==> config.mk <==
export PLATFORM = sky130hd
export DESIGN_NAME = uat_transmitter
export DESIGN_NICKNAME = d
export VERILOG_FILES = /design/src/uat_pkg.sv /design/src/uat_transmitter.sv
export SDC_FILE = /design/constraint.sdc
export NUM_CORES = 1
export LEC_CHECK = 0
export BUFFER_PORTS_ARGS = -buffer_cell sky130_fd_sc_hd__buf_4
export CORE_ASPECT_RATIO = 1.4
export CORE_MARGIN = 8
export CORE_UTILIZATION = 35
export DETAILED_ROUTE_END_ITERATION = 7
export SETUP_SLACK_MARGIN = 0.3
export SYNTH_ARGS = -nofsm -noshare
export SYNTH_HDL_FRONTEND = slang
export SYNTH_SLANG_ARGS = --single-unit
==> constraint.sdc <==
create_clock -name SYS_CLK -period 5.1 [get_ports SYS_CLK]
set_input_delay 0.255 -clock SYS_CLK [delete_from_list [all_inputs] [get_ports SYS_CLK]]
set_output_delay 0.255 -clock SYS_CLK [all_outputs]
set_load 0.02 [all_outputs]
==> src/uat_pkg.sv <==
// constants, register map and carrier types of the asynchronous serial transmitter
// assumes a 32-bit avalon-mm register bus and a single system clock
package uat_pkg;

    // register byte offsets
    localparam logic [4:0]  OFF_CTRL   = 5'h00;
    localparam logic [4:0]  OFF_BAUD   = 5'h04;
    localparam logic [4:0]  OFF_TXDATA = 5'h08;
    localparam logic [4:0]  OFF_STATUS = 5'h0c;
    localparam logic [4:0]  OFF_RXDATA = 5'h10;

    // reset values and writable bits
    localparam logic [31:0] CTRL_RST   = 32'h0000_0800;
    localparam logic [31:0] CTRL_WMASK = 32'h0000_0fff;
    localparam logic [15:0] BAUD_RST   = 16'h0000;

    // character formats
    localparam logic [3:0]  MODE_8N    = 4'h0;
    localparam logic [3:0]  MODE_7N    = 4'h1;
    localparam logic [3:0]  MODE_8O    = 4'h2;
    localparam logic [3:0]  MODE_8E    = 4'h3;
    localparam logic [3:0]  MODE_8A    = 4'h4;
    localparam logic [3:0]  DBITS_7    = 4'h7;
    localparam logic [3:0]  DBITS_8    = 4'h8;

    // stop length codes
    localparam logic [1:0]  STOP_1     = 2'h0;
    localparam logic [1:0]  STOP_1P5   = 2'h1;

    // divisor ticks per bit for normal and high-speed multiplier
    localparam logic [5:0]  TICKS_NORM = 6'h10;
    localparam logic [5:0]  TICKS_HIGH = 6'h04;

    // status and receive data bit positions
    localparam int          ST_RDY     = 0;
    localparam int          ST_EMPTY   = 1;
    localparam int          ST_OVR     = 2;
    localparam int          ST_FERR    = 3;
    localparam int          ST_RXAV    = 4;
    localparam int          RXD_VALID  = 9;

    // control register layout
    typedef struct packed {
        logic [19:0] rsvd;
        logic        pin_direction_control;   // 1 = port leaves pin undriven
        logic        baud_multiplier_select;  // 1 = four ticks per bit
        logic [1:0]  stop_sel;
        logic [3:0]  mode;
        logic        transmit_polarity_invert;
        logic        rx_en;
        logic        transmit_enable_bit;
        logic        on;
    } uat_ctrl_t;

    // one bus request as seen by the slave
    typedef struct packed {
        logic        rd;
        logic        wr;
        logic [4:0]  addr;
        logic [3:0]  be;
        logic [31:0] wd;
    } uat_req_t;

    typedef enum logic [2:0] {TX_IDLE, TX_START, TX_DATA, TX_PAR, TX_STOP} uat_tx_st_t;
    typedef enum logic [2:0] {RX_IDLE, RX_START, RX_DATA, RX_PAR, RX_STOP} uat_rx_st_t;

endpackage : uat_pkg

==> src/uat_transmitter.sv <==
// asynchronous serial transmitter with shared framing, baud divisor and receive error checks
// assumes an avalon-mm master on SYS_CLK and a remote serial peer on the pins
//
// What this block does
// - line idles at mark, nrz levels
// - frame is start, data, optional ninth, stops
// - start bit space, stop bits mark
// - start, data and ninth bits last one bit period
// - bit timing from 16-bit divisor
// - data bits go least significant first
// - tx and rx share format and rate
// - five formats: 7, 8, parity, address
// - shift register loads only from buffer
// - busy transmitter forces pin to output
// - idle transmitter leaves pin to port
// - port output direction keeps module driving
// - polarity change moves pin level at once
// - ready flag when enabled and buffer free
// - stop length one, one and a half, two
// - flag overrun when receive buffer full
// - flag framing error on bad stop
// - output to pin and internal signal
// - pending char loads at stop start
// - mode one sends seven low bits
// - modes three/two add even/odd parity
// - empty flag set idle, cleared on load
//
// The Avalon-MM interface to the registers and the address map were left to the implementer.
`timescale 1ns/1ps
module uat_transmitter
    import uat_pkg::*;
#(
    parameter int DIV_W     = 16,
    parameter int RXQ_DEPTH = 2
) (
    input  wire logic        SYS_CLK,
    input  wire logic        SYS_RST,
    input  wire logic [4:0]  AVS_ADDRESS,
    input  wire logic        AVS_READ,
    input  wire logic        AVS_WRITE,
    input  wire logic [31:0] AVS_WRITEDATA,
    input  wire logic [3:0]  AVS_BYTEENABLE,
    output logic      [31:0] AVS_READDATA,
    output logic             AVS_WAITREQUEST,
    input  wire logic        RX_PIN,
    output logic             TX_PIN_O,
    output logic             TX_PIN_OE_N,
    output logic             TX_INTERNAL,
    output logic             TX_READY
);

    localparam int QW = $clog2(RXQ_DEPTH + 1);

    // whole state of the block
    typedef struct packed {
        logic                           wreq;
        logic [31:0]                    rdata;
        uat_ctrl_t                      ctrl;
        logic [DIV_W-1:0]               div;
        logic [8:0]                     hold;
        logic                           hold_full;
        uat_tx_st_t                     tst;
        logic [8:0]                     transmit_shift_register;
        logic [3:0]                     tidx;
        logic [5:0]                     tcnt;
        logic [DIV_W-1:0]               tbcnt;
        logic                           pend;
        logic                           line;
        logic                           pin;
        logic                           pin_int;
        logic                           oe_n;
        logic                           rdy;
        logic                           empty;
        uat_rx_st_t                     rxs;
        logic                           sync1;
        logic                           sync2;
        logic                           rprev;
        logic [8:0]                     rsr;
        logic [3:0]                     ridx;
        logic [5:0]                     rcnt;
        logic [DIV_W-1:0]               rbcnt;
        logic [RXQ_DEPTH-1:0][8:0]      rxq;
        logic [QW-1:0]                  rxn;
        logic                           ovr;
        logic                           ferr;
    } uat_state_t;

    uat_state_t s_r;
    uat_state_t s_nxt;
    uat_req_t   bq;
    logic [5:0] mult;
    logic [5:0] half;
    logic [5:0] stop_ticks;
    logic [3:0] nbits;
    logic       ninth;
    logic       tx_act;
    logic       rx_act;
    logic       ttick;
    logic       rtick;
    logic       bit_end;
    logic       rbit_end;
    logic       acc_w;
    logic       acc_r;
    logic [31:0] bmask;
    logic       go_stop;
    logic       rx_push;
    logic       rx_pop;

    // builds the shift word, ninth bit computed per format
    function automatic logic [8:0] frame_of(input logic [8:0] d, input logic [3:0] m);
        logic [8:0] f;
        f = d;
        case (m)
            MODE_7N: f = {2'h0, d[6:0]};
            MODE_8O: f[8] = ~^d[7:0];
            MODE_8E: f[8] = ^d[7:0];
            MODE_8A: f[8] = d[8];
            default: f[8] = 1'b0;
        endcase
        return f;
    endfunction : frame_of

    // bus request and shared format decode
    assign bq         = {AVS_READ, AVS_WRITE, AVS_ADDRESS, AVS_BYTEENABLE, AVS_WRITEDATA};
    assign acc_w      = bq.wr && !s_r.wreq;
    assign acc_r      = bq.rd && !s_r.wreq;
    assign bmask      = {{8{bq.be[3]}}, {8{bq.be[2]}}, {8{bq.be[1]}}, {8{bq.be[0]}}};
    assign mult       = s_r.ctrl.baud_multiplier_select ? TICKS_HIGH : TICKS_NORM;
    assign half       = mult >> 1;
    assign nbits      = (s_r.ctrl.mode == MODE_7N) ? DBITS_7 : DBITS_8;
    assign ninth      = (s_r.ctrl.mode == MODE_8O) || (s_r.ctrl.mode == MODE_8E) || (s_r.ctrl.mode == MODE_8A);
    assign stop_ticks = (s_r.ctrl.stop_sel == STOP_1)   ? mult :
                        (s_r.ctrl.stop_sel == STOP_1P5) ? 6'(mult + half) : 6'(mult << 1);
    assign tx_act     = s_r.ctrl.on && s_r.ctrl.transmit_enable_bit;
    assign rx_act     = s_r.ctrl.on && s_r.ctrl.rx_en;
    assign ttick      = (s_r.tbcnt == s_r.div);
    assign rtick      = (s_r.rbcnt == s_r.div);
    assign bit_end    = ttick && (s_r.tcnt == 6'(mult - 6'h01));
    assign rbit_end   = rtick && (s_r.rcnt == 6'(mult - 6'h01));

    // next-state logic of bus slave, transmitter and receiver
    always_comb begin
        s_nxt   = s_r;
        go_stop = 1'b0;
        rx_push = 1'b0;
        rx_pop  = 1'b0;

        // waitrequest drops for one cycle, one cycle after the request appears
        s_nxt.wreq = !((bq.rd || bq.wr) && s_r.wreq);
        if (bq.rd && s_r.wreq) begin
            s_nxt.rdata = 32'h0;
            case (bq.addr)
                OFF_CTRL:   s_nxt.rdata = 32'(s_r.ctrl);
                OFF_BAUD:   s_nxt.rdata = 32'(s_r.div);
                OFF_STATUS: begin
                    s_nxt.rdata[ST_RDY]   = s_r.rdy;
                    s_nxt.rdata[ST_EMPTY] = s_r.empty;
                    s_nxt.rdata[ST_OVR]   = s_r.ovr;
                    s_nxt.rdata[ST_FERR]  = s_r.ferr;
                    s_nxt.rdata[ST_RXAV]  = (s_r.rxn != '0);
                end
                OFF_RXDATA: begin
                    s_nxt.rdata[8:0]       = s_r.rxq[0];
                    s_nxt.rdata[RXD_VALID] = (s_r.rxn != '0);
                end
                default:    s_nxt.rdata = 32'h0;
            endcase
        end

        // control, divisor and error clear writes
        if (acc_w && bq.addr == OFF_CTRL) begin
            s_nxt.ctrl = uat_ctrl_t'((32'(s_r.ctrl) & ~(bmask & CTRL_WMASK)) | (bq.wd & bmask & CTRL_WMASK));
        end
        if (acc_w && bq.addr == OFF_BAUD) begin
            s_nxt.div = DIV_W'((32'(s_r.div) & ~bmask) | (bq.wd & bmask));
        end
        if (acc_w && bq.addr == OFF_STATUS && bq.be[0]) begin
            if (bq.wd[ST_OVR]) begin
                s_nxt.ovr = 1'b0;
            end
            if (bq.wd[ST_FERR]) begin
                s_nxt.ferr = 1'b0;
            end
        end

        // transmitter: prescaler runs only while a frame is on the line
        s_nxt.tbcnt = (s_r.tst == TX_IDLE || ttick) ? '0 : s_r.tbcnt + DIV_W'(1);
        if (ttick) begin
            s_nxt.tcnt = s_r.tcnt + 6'h01;
        end
        if (!tx_act) begin
            s_nxt.tst  = TX_IDLE;
            s_nxt.pend = 1'b0;
        end else begin
            unique case (s_r.tst)
                TX_IDLE: begin
                    if (s_r.hold_full) begin
                        s_nxt.transmit_shift_register = frame_of(s_r.hold, s_r.ctrl.mode);
                        s_nxt.hold_full = 1'b0;
                        s_nxt.tst       = TX_START;
                        s_nxt.tcnt      = 6'h00;
                    end
                end
                TX_START: begin
                    if (bit_end) begin
                        s_nxt.tst  = TX_DATA;
                        s_nxt.tidx = 4'h0;
                        s_nxt.tcnt = 6'h00;
                    end
                end
                TX_DATA: begin
                    if (bit_end) begin
                        s_nxt.tcnt = 6'h00;
                        if (s_r.tidx == 4'(nbits - 4'h1)) begin
                            if (ninth) begin
                                s_nxt.tst = TX_PAR;
                            end else begin
                                go_stop = 1'b1;
                            end
                        end else begin
                            s_nxt.tidx = s_r.tidx + 4'h1;
                        end
                    end
                end
                TX_PAR: begin
                    if (bit_end) begin
                        s_nxt.tcnt = 6'h00;
                        go_stop    = 1'b1;
                    end
                end
                TX_STOP: begin
                    if (ttick && s_r.tcnt == 6'(stop_ticks - 6'h01)) begin
                        s_nxt.tcnt = 6'h00;
                        s_nxt.tst  = s_r.pend ? TX_START : TX_IDLE;
                        s_nxt.pend = 1'b0;
                    end
                end
            endcase
        end
        // a waiting character moves into the shift register as the stop bit begins
        if (go_stop) begin
            s_nxt.tst = TX_STOP;
            if (s_r.hold_full) begin
                s_nxt.transmit_shift_register = frame_of(s_r.hold, s_r.ctrl.mode);
                s_nxt.hold_full = 1'b0;
                s_nxt.pend      = 1'b1;
            end
        end
        // buffer write after the load, so a same-cycle write is queued
        if (acc_w && bq.addr == OFF_TXDATA && bq.be[0]) begin
            s_nxt.hold      = bq.wd[8:0];
            s_nxt.hold_full = 1'b1;
        end

        // line level from the next state
        unique case (s_nxt.tst)
            TX_IDLE:  s_nxt.line = 1'b1;
            TX_START: s_nxt.line = 1'b0;
            TX_DATA:  s_nxt.line = s_nxt.transmit_shift_register[s_nxt.tidx];
            TX_PAR:   s_nxt.line = s_nxt.transmit_shift_register[8];
            TX_STOP:  s_nxt.line = 1'b1;
        endcase
        s_nxt.pin     = s_nxt.line ^ s_nxt.ctrl.transmit_polarity_invert;
        s_nxt.pin_int = s_nxt.pin;
        // drive when busy, or when the port direction says output
        s_nxt.oe_n    = !((s_nxt.ctrl.transmit_enable_bit && s_nxt.tst != TX_IDLE)
                        || !s_nxt.ctrl.pin_direction_control);
        s_nxt.rdy     = s_nxt.ctrl.transmit_enable_bit && !s_nxt.hold_full;
        s_nxt.empty   = (s_nxt.tst == TX_IDLE);

        // receiver: pin synchroniser, then centre sampling on the shared divisor
        s_nxt.sync1 = RX_PIN;
        s_nxt.sync2 = s_r.sync1;
        s_nxt.rprev = s_r.sync2;
        s_nxt.rbcnt = (s_r.rxs == RX_IDLE || rtick) ? '0 : s_r.rbcnt + DIV_W'(1);
        if (rtick) begin
            s_nxt.rcnt = s_r.rcnt + 6'h01;
        end
        if (!rx_act) begin
            s_nxt.rxs = RX_IDLE;
        end else begin
            unique case (s_r.rxs)
                RX_IDLE: begin
                    if (s_r.rprev && !s_r.sync2) begin
                        s_nxt.rxs  = RX_START;
                        s_nxt.rcnt = 6'h00;
                    end
                end
                RX_START: begin
                    if (rtick && s_r.rcnt == 6'(half - 6'h01)) begin
                        s_nxt.rcnt = 6'h00;
                        s_nxt.ridx = 4'h0;
                        s_nxt.rsr  = 9'h000;
                        s_nxt.rxs  = s_r.sync2 ? RX_IDLE : RX_DATA; // high at centre is a glitch
                    end
                end
                RX_DATA: begin
                    if (rbit_end) begin
                        s_nxt.rcnt           = 6'h00;
                        s_nxt.rsr[s_r.ridx]  = s_r.sync2;
                        s_nxt.ridx           = s_r.ridx + 4'h1;
                        if (s_r.ridx == 4'(nbits - 4'h1)) begin
                            s_nxt.rxs = ninth ? RX_PAR : RX_STOP;
                        end
                    end
                end
                RX_PAR: begin
                    if (rbit_end) begin
                        s_nxt.rcnt   = 6'h00;
                        s_nxt.rsr[8] = s_r.sync2;
                        s_nxt.rxs    = RX_STOP;
                    end
                end
                RX_STOP: begin
                    if (rbit_end) begin
                        s_nxt.rxs = RX_IDLE;
                        rx_push   = 1'b1;
                        if (!s_r.sync2) begin
                            s_nxt.ferr = 1'b1;
                        end
                    end
                end
            endcase
        end

        // receive queue: pop on an accepted data read, then push
        if (acc_r && bq.addr == OFF_RXDATA && s_r.rxn != '0) begin
            rx_pop = 1'b1;
            for (int i = 0; i < RXQ_DEPTH - 1; i++) begin
                s_nxt.rxq[i] = s_r.rxq[i+1];
            end
            s_nxt.rxn = s_r.rxn - QW'(1);
        end
        if (rx_push) begin
            if (s_nxt.rxn == QW'(RXQ_DEPTH)) begin
                s_nxt.ovr = 1'b1;
            end else begin
                s_nxt.rxq[s_nxt.rxn] = s_nxt.rsr;
                s_nxt.rxn            = s_nxt.rxn + QW'(1);
            end
        end
    end

    // state register
    always_ff @(posedge SYS_CLK or posedge SYS_RST) begin
        if (SYS_RST) begin
            s_r         <= '0;
            s_r.wreq    <= 1'b1;
            s_r.ctrl    <= uat_ctrl_t'(CTRL_RST);
            s_r.div     <= DIV_W'(BAUD_RST);
            s_r.line    <= 1'b1;
            s_r.pin     <= 1'b1;
            s_r.pin_int <= 1'b1;
            s_r.oe_n    <= 1'b1;
            s_r.empty   <= 1'b1;
            s_r.sync1   <= 1'b1;
            s_r.sync2   <= 1'b1;
            s_r.rprev   <= 1'b1;
        end else begin
            s_r <= s_nxt;
        end
    end

    // outputs straight from the state register
    assign AVS_READDATA    = s_r.rdata;
    assign AVS_WAITREQUEST = s_r.wreq;
    assign TX_PIN_O        = s_r.pin;
    assign TX_PIN_OE_N     = s_r.oe_n;
    assign TX_INTERNAL     = s_r.pin_int;
    assign TX_READY        = s_r.rdy;

    // helper: cycles spent in the start bit
    logic [23:0] hc_r;
    always_ff @(posedge SYS_CLK or posedge SYS_RST) begin
        if (SYS_RST) begin
            hc_r <= 24'h0;
        end else begin
            hc_r <= (s_r.tst == TX_START) ? hc_r + 24'h1 : 24'h0;
        end
    end
endmodule : uat_transmitter

==> results of run 1 <==
[critical path, delay by kind of cell]
family	cells	cell delay, ns
compound gates	2	0.61
simple gates	6	2.56
fa+ha+maj	1	0.27
buf+inv	2	0.22
[repair_timing]
| action | in CTS | in global routing |
|---|---|---|
| setup buffers | 0 | 0 |
| hold endpoints to repair | 20 | 0 |
| hold buffers | 3 | 0 |
[how the worst max path moves through the flow]
| stage | slack (ns) | end |
|---|---|---|
| finish | 1.51 | s_r[6] |
| global route | 1.18 | s_r[6] |
| CTS | 1.55 | TX_INTERNAL |
| detailed placement | 1.12 | s_r[6] |
| global placement | 1.19 | s_r[12] |
| floorplan | 0.51 | AVS_READDATA[0] |
[metrics by stage]
step,cells,total power [mW]
finish,1222,3.36
global route,1222,3.52
CTS,1222,3.39
detailed placement,1187,2.05
global placement,1187,2.04
floorplan,877,1.91
[power breakdown]
part / internal [mW] / leakage (nW) / switching (mW)
Combinational: 0.240 / 1.97 / 0.264
Clock: 0.801 / 0.290 / 0.530
Sequential: 1.38 / 2.14 / 0.138
[metal layers]
layer | track usage [%] | vias up
li1 | - | 3020
met1 | 17.0 | 3103
met2 | 24.3 | 159
met3 | 2.63 | 27
met4 | 6.26 | 0
met5 | 0 | -
[layout make-up]
type / count / share of cell area (%)
inverter: 37 / 1.46
sequential: 161 / 41.0
clock buffer: 21 / 4.68
clock inverter: 11 / 1.59
tap: 315 / 4.00
timing repair buffer: 59 / 4.57
multi-input combinational: 618 / 42.7
[cells in the final DEF (no fill, tap or decap), types with 7 or more instances in the layout]
cell type	instances
a21oi_1	42
a22oi_1	8
and3_1	15
buf_4	56
clkbuf_16	17
conb_1	16
dfrtp_1	153
dfstp_2	8
ha_1	14
inv_1	36
mux2_2	52
mux2i_1	10
nand2_1	72
nand3_1	19
nand4_1	17
nor2_1	94
nor2b_1	7
nor3_1	11
o21ai_0	33
or3_1	8
xnor2_1	59
xor2_1	23
[kinds of logic after synthesis]
| logic type | after synthesis |
|---|---|
| AND/OR/NAND/NOR | 290 |
| flip-flops | 161 |
| AO/OA/AOI/OAI | 154 |
| buffers and inverters | 98 |
| XOR/XNOR | 82 |
| multiplexers | 62 |
| adder cells (fa/ha/maj) | 14 |
| other | 1 |
==> reports/qor.yml, run 1 <==
status: "finished, final reports clean"
slowest_stage: "nor3b_4"
final_util_pct: 40.0
synthSimpleGateAreaFrac_pct: 17.3
fmax_mhz: 278
dr.pass1.iters: 5
maxCapViolations: 0
hold_depth: 2
fin_skew_ns: 0.0166
final_area_mm2: 0.00985
timing.slew.headroom_pct: 38.7
synth.most_common_cell: "dfrtp_1"
worstSkewPairLatency_ns: 0.44
antenna_found_initial: 0
crit_fanout: 18
max_slew.worst_pin.slew_ns: 0.917
worstPathArrival_ns: 3.93
r2r_end: "TX_INTERNAL"
dr.first_iter.drc_count: 265
synth_compound_area_share_pct: 12.1
required_ns: 5.44
fin_ws_ns: 1.51
cts_tree: "done"
wl_met3_um: 933
syn_area_per_cell_um2: 10.1
ys_seq_area_share_pct: 46.4
drc: 0
post_cts_resized: 0
fillerInstances: 2409
synth_top_cell_by_area: "dfrtp_1"
ctsRootBufferMaster: "clkbuf_16"
synth_area_leaders: "dfrtp_1 (44%), mux2_2 (6.7%), xnor2_1 (5.9%), nor2_1 (4.1%), nand2_1 (3.1%)"
synth.top_cell.area_share_pct: 44.0
min_path_type: "in -> reg"
r2r_cells: 10
worst_setup_path_start_kind: "input port"
startpoint: "AVS_ADDRESS[2]"
num_antenna_cells: 0
multi_input_area_mm2: 0.00420
whs_ns: 0.0163
vdd_ir_drop_max_v: 0.000246
die_w_um: 149
cts_sinks: 161
area_delta_synth_final_pct: 13.1
hold-path-endpoint: "AVS_WAITREQUEST"
p_per_area_mw_per_mm2: 341
end_kind: "flop"
finalWeightedCongestion: 0.786
grt-ovfl-total: 0
die_h_um: 203
grt_max_degree: 80
hold_viol: 0
syn_inst: 862
cp_cell_sequence: "buf_4, or3_1, nor3b_2, nor2b_1, nand3b_1, a21oi_1, inv_1, ha_1, nor3b_4, nor2_1, a21oi_1"
ant_nets: 0
p_leak_nw: 4.40
yosysWarnings: 0
drive_above_1_share_pct: 18.7
synth_common_cells: "dfrtp_1 (153), nor2_1 (94), nand2_1 (72), xnor2_1 (59), mux2_2 (52)"
setup_viol: 0
routed_via_density: 5.16
initial_utilization_pct: 35.4
row_count: 68
yosys.area_share.adder_pct: 2.01
nets: 954
coreArea_mm2: 0.0246
htreeDepth: 4
wl_per_cell_um: 17.0
cp_common_cell: "a21oi_1"
final_max_slew_viol_count: 0
rsz0062_at_grt: "no"
pre_cts_slack_ns: 1.12
async_reset_ff_share_pct: 100
route.met2.wl_mm: 10.6
via_count: 6309
ys_seq_elements: 161
routed_wl_mm: 20.8
grt_pass1_wl_mm: 33.9
synth_ff_type: "dfrtp_1"
cts_buffers: 17
regArea_mm2: 0.00404
synth_mux_area_share_pct: 7.88
port_buffers: 48
grt_usage_pct: 14.2
synth-xor-area-share_pct: 8.25
placed_cell_area_mm2: 0.00920
dieArea_mm2: 0.0302
synth_top_family_by_area: "simple AND/OR/NAND/NOR gates"
critPathMaxStageDelay_ns: 0.59
ios: 83
synth_edf_count: 0
finalSetupTns_ns: 0
clockBufferDepth: 2
top_layer_used: "met4"
hold_start: "AVS_READ"
synth_cell_types: 78
r2r_slack_ns: 1.56
clkTransAtPathRegs_ns: 0.06
grt_pass1_vias: 6379
drt-met1-wl_mm: 8.78
syn-cell-area_mm2: 0.00870
dpl.hpwl_mm: 15.2
worst-setup-path-type: "in -> reg"
finalCriticalPeriod_ns: 3.59
fin_crit_sh_pct: 70.4
Power figures use the tool's default switching activity.
==> inputs of run 2 (changes only) <==
==> constraint.sdc (replaced) <==
create_clock -name SYS_CLK -period 3.4 [get_ports SYS_CLK]
set_input_delay 0.17 -clock SYS_CLK [delete_from_list [all_inputs] [get_ports SYS_CLK]]
set_output_delay 0.17 -clock SYS_CLK [all_outputs]
set_load 0.02 [all_outputs]
==> run 2 against run 1 <==
Against the previous run: the run now ends with negative hold slack left; first-iteration DRC count is 44% higher; sequential cell count is the same; hold slack lost 0.053 ns; global-route usage up 0.15 points; non-clock buffer count up 30; clock power up 41%; sequential power up 50%; final cell count up 2.5%; total power rose by 49%; largest cell class unchanged.
==> reports/qor.yml, run 2 (same netlist as run 1, synthesis figures left out) <==
grt_max_degree: 162
routed_wl_mm: 21.3
dr.pass1.iters: 5
maxCapViolations: 0
num_antenna_cells: 0
dieArea_mm2: 0.0302
wl_per_cell_um: 17.0
antenna_found_initial: 0
crit_fanout: 13
port_buffers: 48
end_kind: "flop"
via_count: 6359
timing.slew.headroom_pct: 39.1
dpl.hpwl_mm: 15.4
final_max_slew_viol_count: 0
htreeDepth: 4
row_count: 68
layout_commonest_cell: "dfrtp_1"
post-place-cells: 1205
grt-ovfl-total: 0
drc: 0
intPower_mw: 3.51
worstSkewPairLatency_ns: 0.43
finalSetupTns_ns: 0
p_leak_nw: 4.54
slowest_stage: "dfrtp_2"
grt_pass1_vias: 6502
cp_cell_sequence: "nor4b_4, mux2i_2, a21oi_1, nand4b_2, and2_4, a2111oi_1, a211oi_1, a22oi_1, o31ai_2, xor2_1"
fin_crit_sh_pct: 88.8
coreArea_mm2: 0.0246
power_frac_seq_pct: 45.6
critPathMaxStageDelay_ns: 0.47
worst_setup_path_start_kind: "flop"
dr.first_iter.drc_count: 382
cp_top_family: "compound AO/OA/AOI/OAI gates"
grt_usage_pct: 14.4
switching_share_pct: 29.7
max_slew.worst_pin.slew_ns: 0.914
drive_above_1_share_pct: 22.8
finalWeightedCongestion: 0.809
routed_via_density: 5.08
critical_path_buf_inv_count: 0
worst-setup-path-type: "reg -> reg"
finalCriticalPeriod_ns: 3.02
fillerInstances: 2385
vdd_ir_drop_max_v: 0.000313
clockBufferDepth: 2
cts_tree: "done"
nets: 985
initial_utilization_pct: 35.4
setup_viol: 0
grt_pass1_wl_mm: 34.1
cts_sinks: 161
ios: 83
whs_ns: -0.0371
final_util_pct: 41.4
final_area_mm2: 0.0102
rsz0062_at_grt: "yes"
ant_nets: 0
final_cell_mix: "dfrtp_1 (149), nor2_1 (94), buf_4 (75)"
violations: "negative hold slack"
placed_cell_area_mm2: 0.00936
layout.cells.non_filler: 1253
p_per_area_mw_per_mm2: 491
area_delta_synth_final_pct: 16.9
fin_ws_ns: 0.382
total_power_mw: 4.99
required_ns: 3.74
p_comb_share_pct: 16.9
cts_buffers: 17
worstPathArrival_ns: 3.36
die_w_um: 149
fin_skew_ns: 0.00931
status: "complete, but fails checks"
pre_cts_slack_ns: 0.276
p_sw_mw: 1.48
ctsRootBufferMaster: "clkbuf_16"
fmax_mhz: 331
min_path_type: "in -> async"
pwr-share-clk_pct: 37.5
hold_viol: 15
die_h_um: 203
clkTransAtPathRegs_ns: 0.06
## run 2: changes by cell type in the layout (fill, tap and decap cells not counted), moves of 3 or more
cell	before	now
dlygate4sd3_1	3	11
buf_4	56	75
dfrtp_1	153	149
dfrtp_2	0	4
a2111oi_0	3	0
## run 2: path summary, 6_finish.rpt
path / startpoint / end / slack, ns / cells after the start
max in group asynchronous: SYS_RST / AVS_READDATA[7] / 2.74 / 3
min reg2reg: s_nxt[58] / s_nxt[57] / 0.36 / 0
max reg2reg: flop / TX_INTERNAL / 0.38 / 10
max: flop / TX_INTERNAL / 0.38 / 10
min in group SYS_CLK: AVS_WRITEDATA[6] / s_r[115] / 0.02 / 2
min: SYS_RST / s_r[106] / -0.04 / 3
## run 2: routing by layer
metal	part of all wire, %	up-vias	track usage, %	wire length, um
met1	42	3105	16.9	8930
met4	3.3	0	7.63	694
met2	51	129	24.4	10900
li1	-	3084	-	-
met5	0	-	0	0
met3	3.5	41	2.41	747
## run 2: power by group through the flow
stage	combinational (mW)	clock, mW	sequential (mW)
6_report	0.843	1.87	2.28
5_1_grt	0.947	1.99	2.30
4_1_cts	0.824	1.92	2.27
3_5_place_dp	0.797	0	2.31
3_3_place_gp	0.783	0	2.30
2_1_floorplan	0.632	0	2.23
## run 2: worst min-delay path, stage by stage
cell and delay (ns):
buf_4 0.12, clkinvlp_4 0.07, buf_12 0.54
## run 2: final cells by class
class / instances / area (um2) / area share [%]
Clock buffer: 17 / 425 / 4.18
Clock inverter: 15 / 148 / 1.45
Inverter: 37 / 143 / 1.40
Multi-Input combinational cell: 619 / 4300 / 42.2
Sequential cell: 161 / 4040 / 39.7
Tap cell: 315 / 394 / 3.87
Timing Repair Buffer: 89 / 724 / 7.12
## run 2: timing repair
action                                  in CTS  in global routing
endpoints found under the setup margin       4                 26
gates resized for setup                      5                 19
gates cloned                                 0                  1
endpoints found under the hold margin       12                  0
setup buffers                                0                  4
pin swaps                                    0                  4
hold buffers                                11                  0
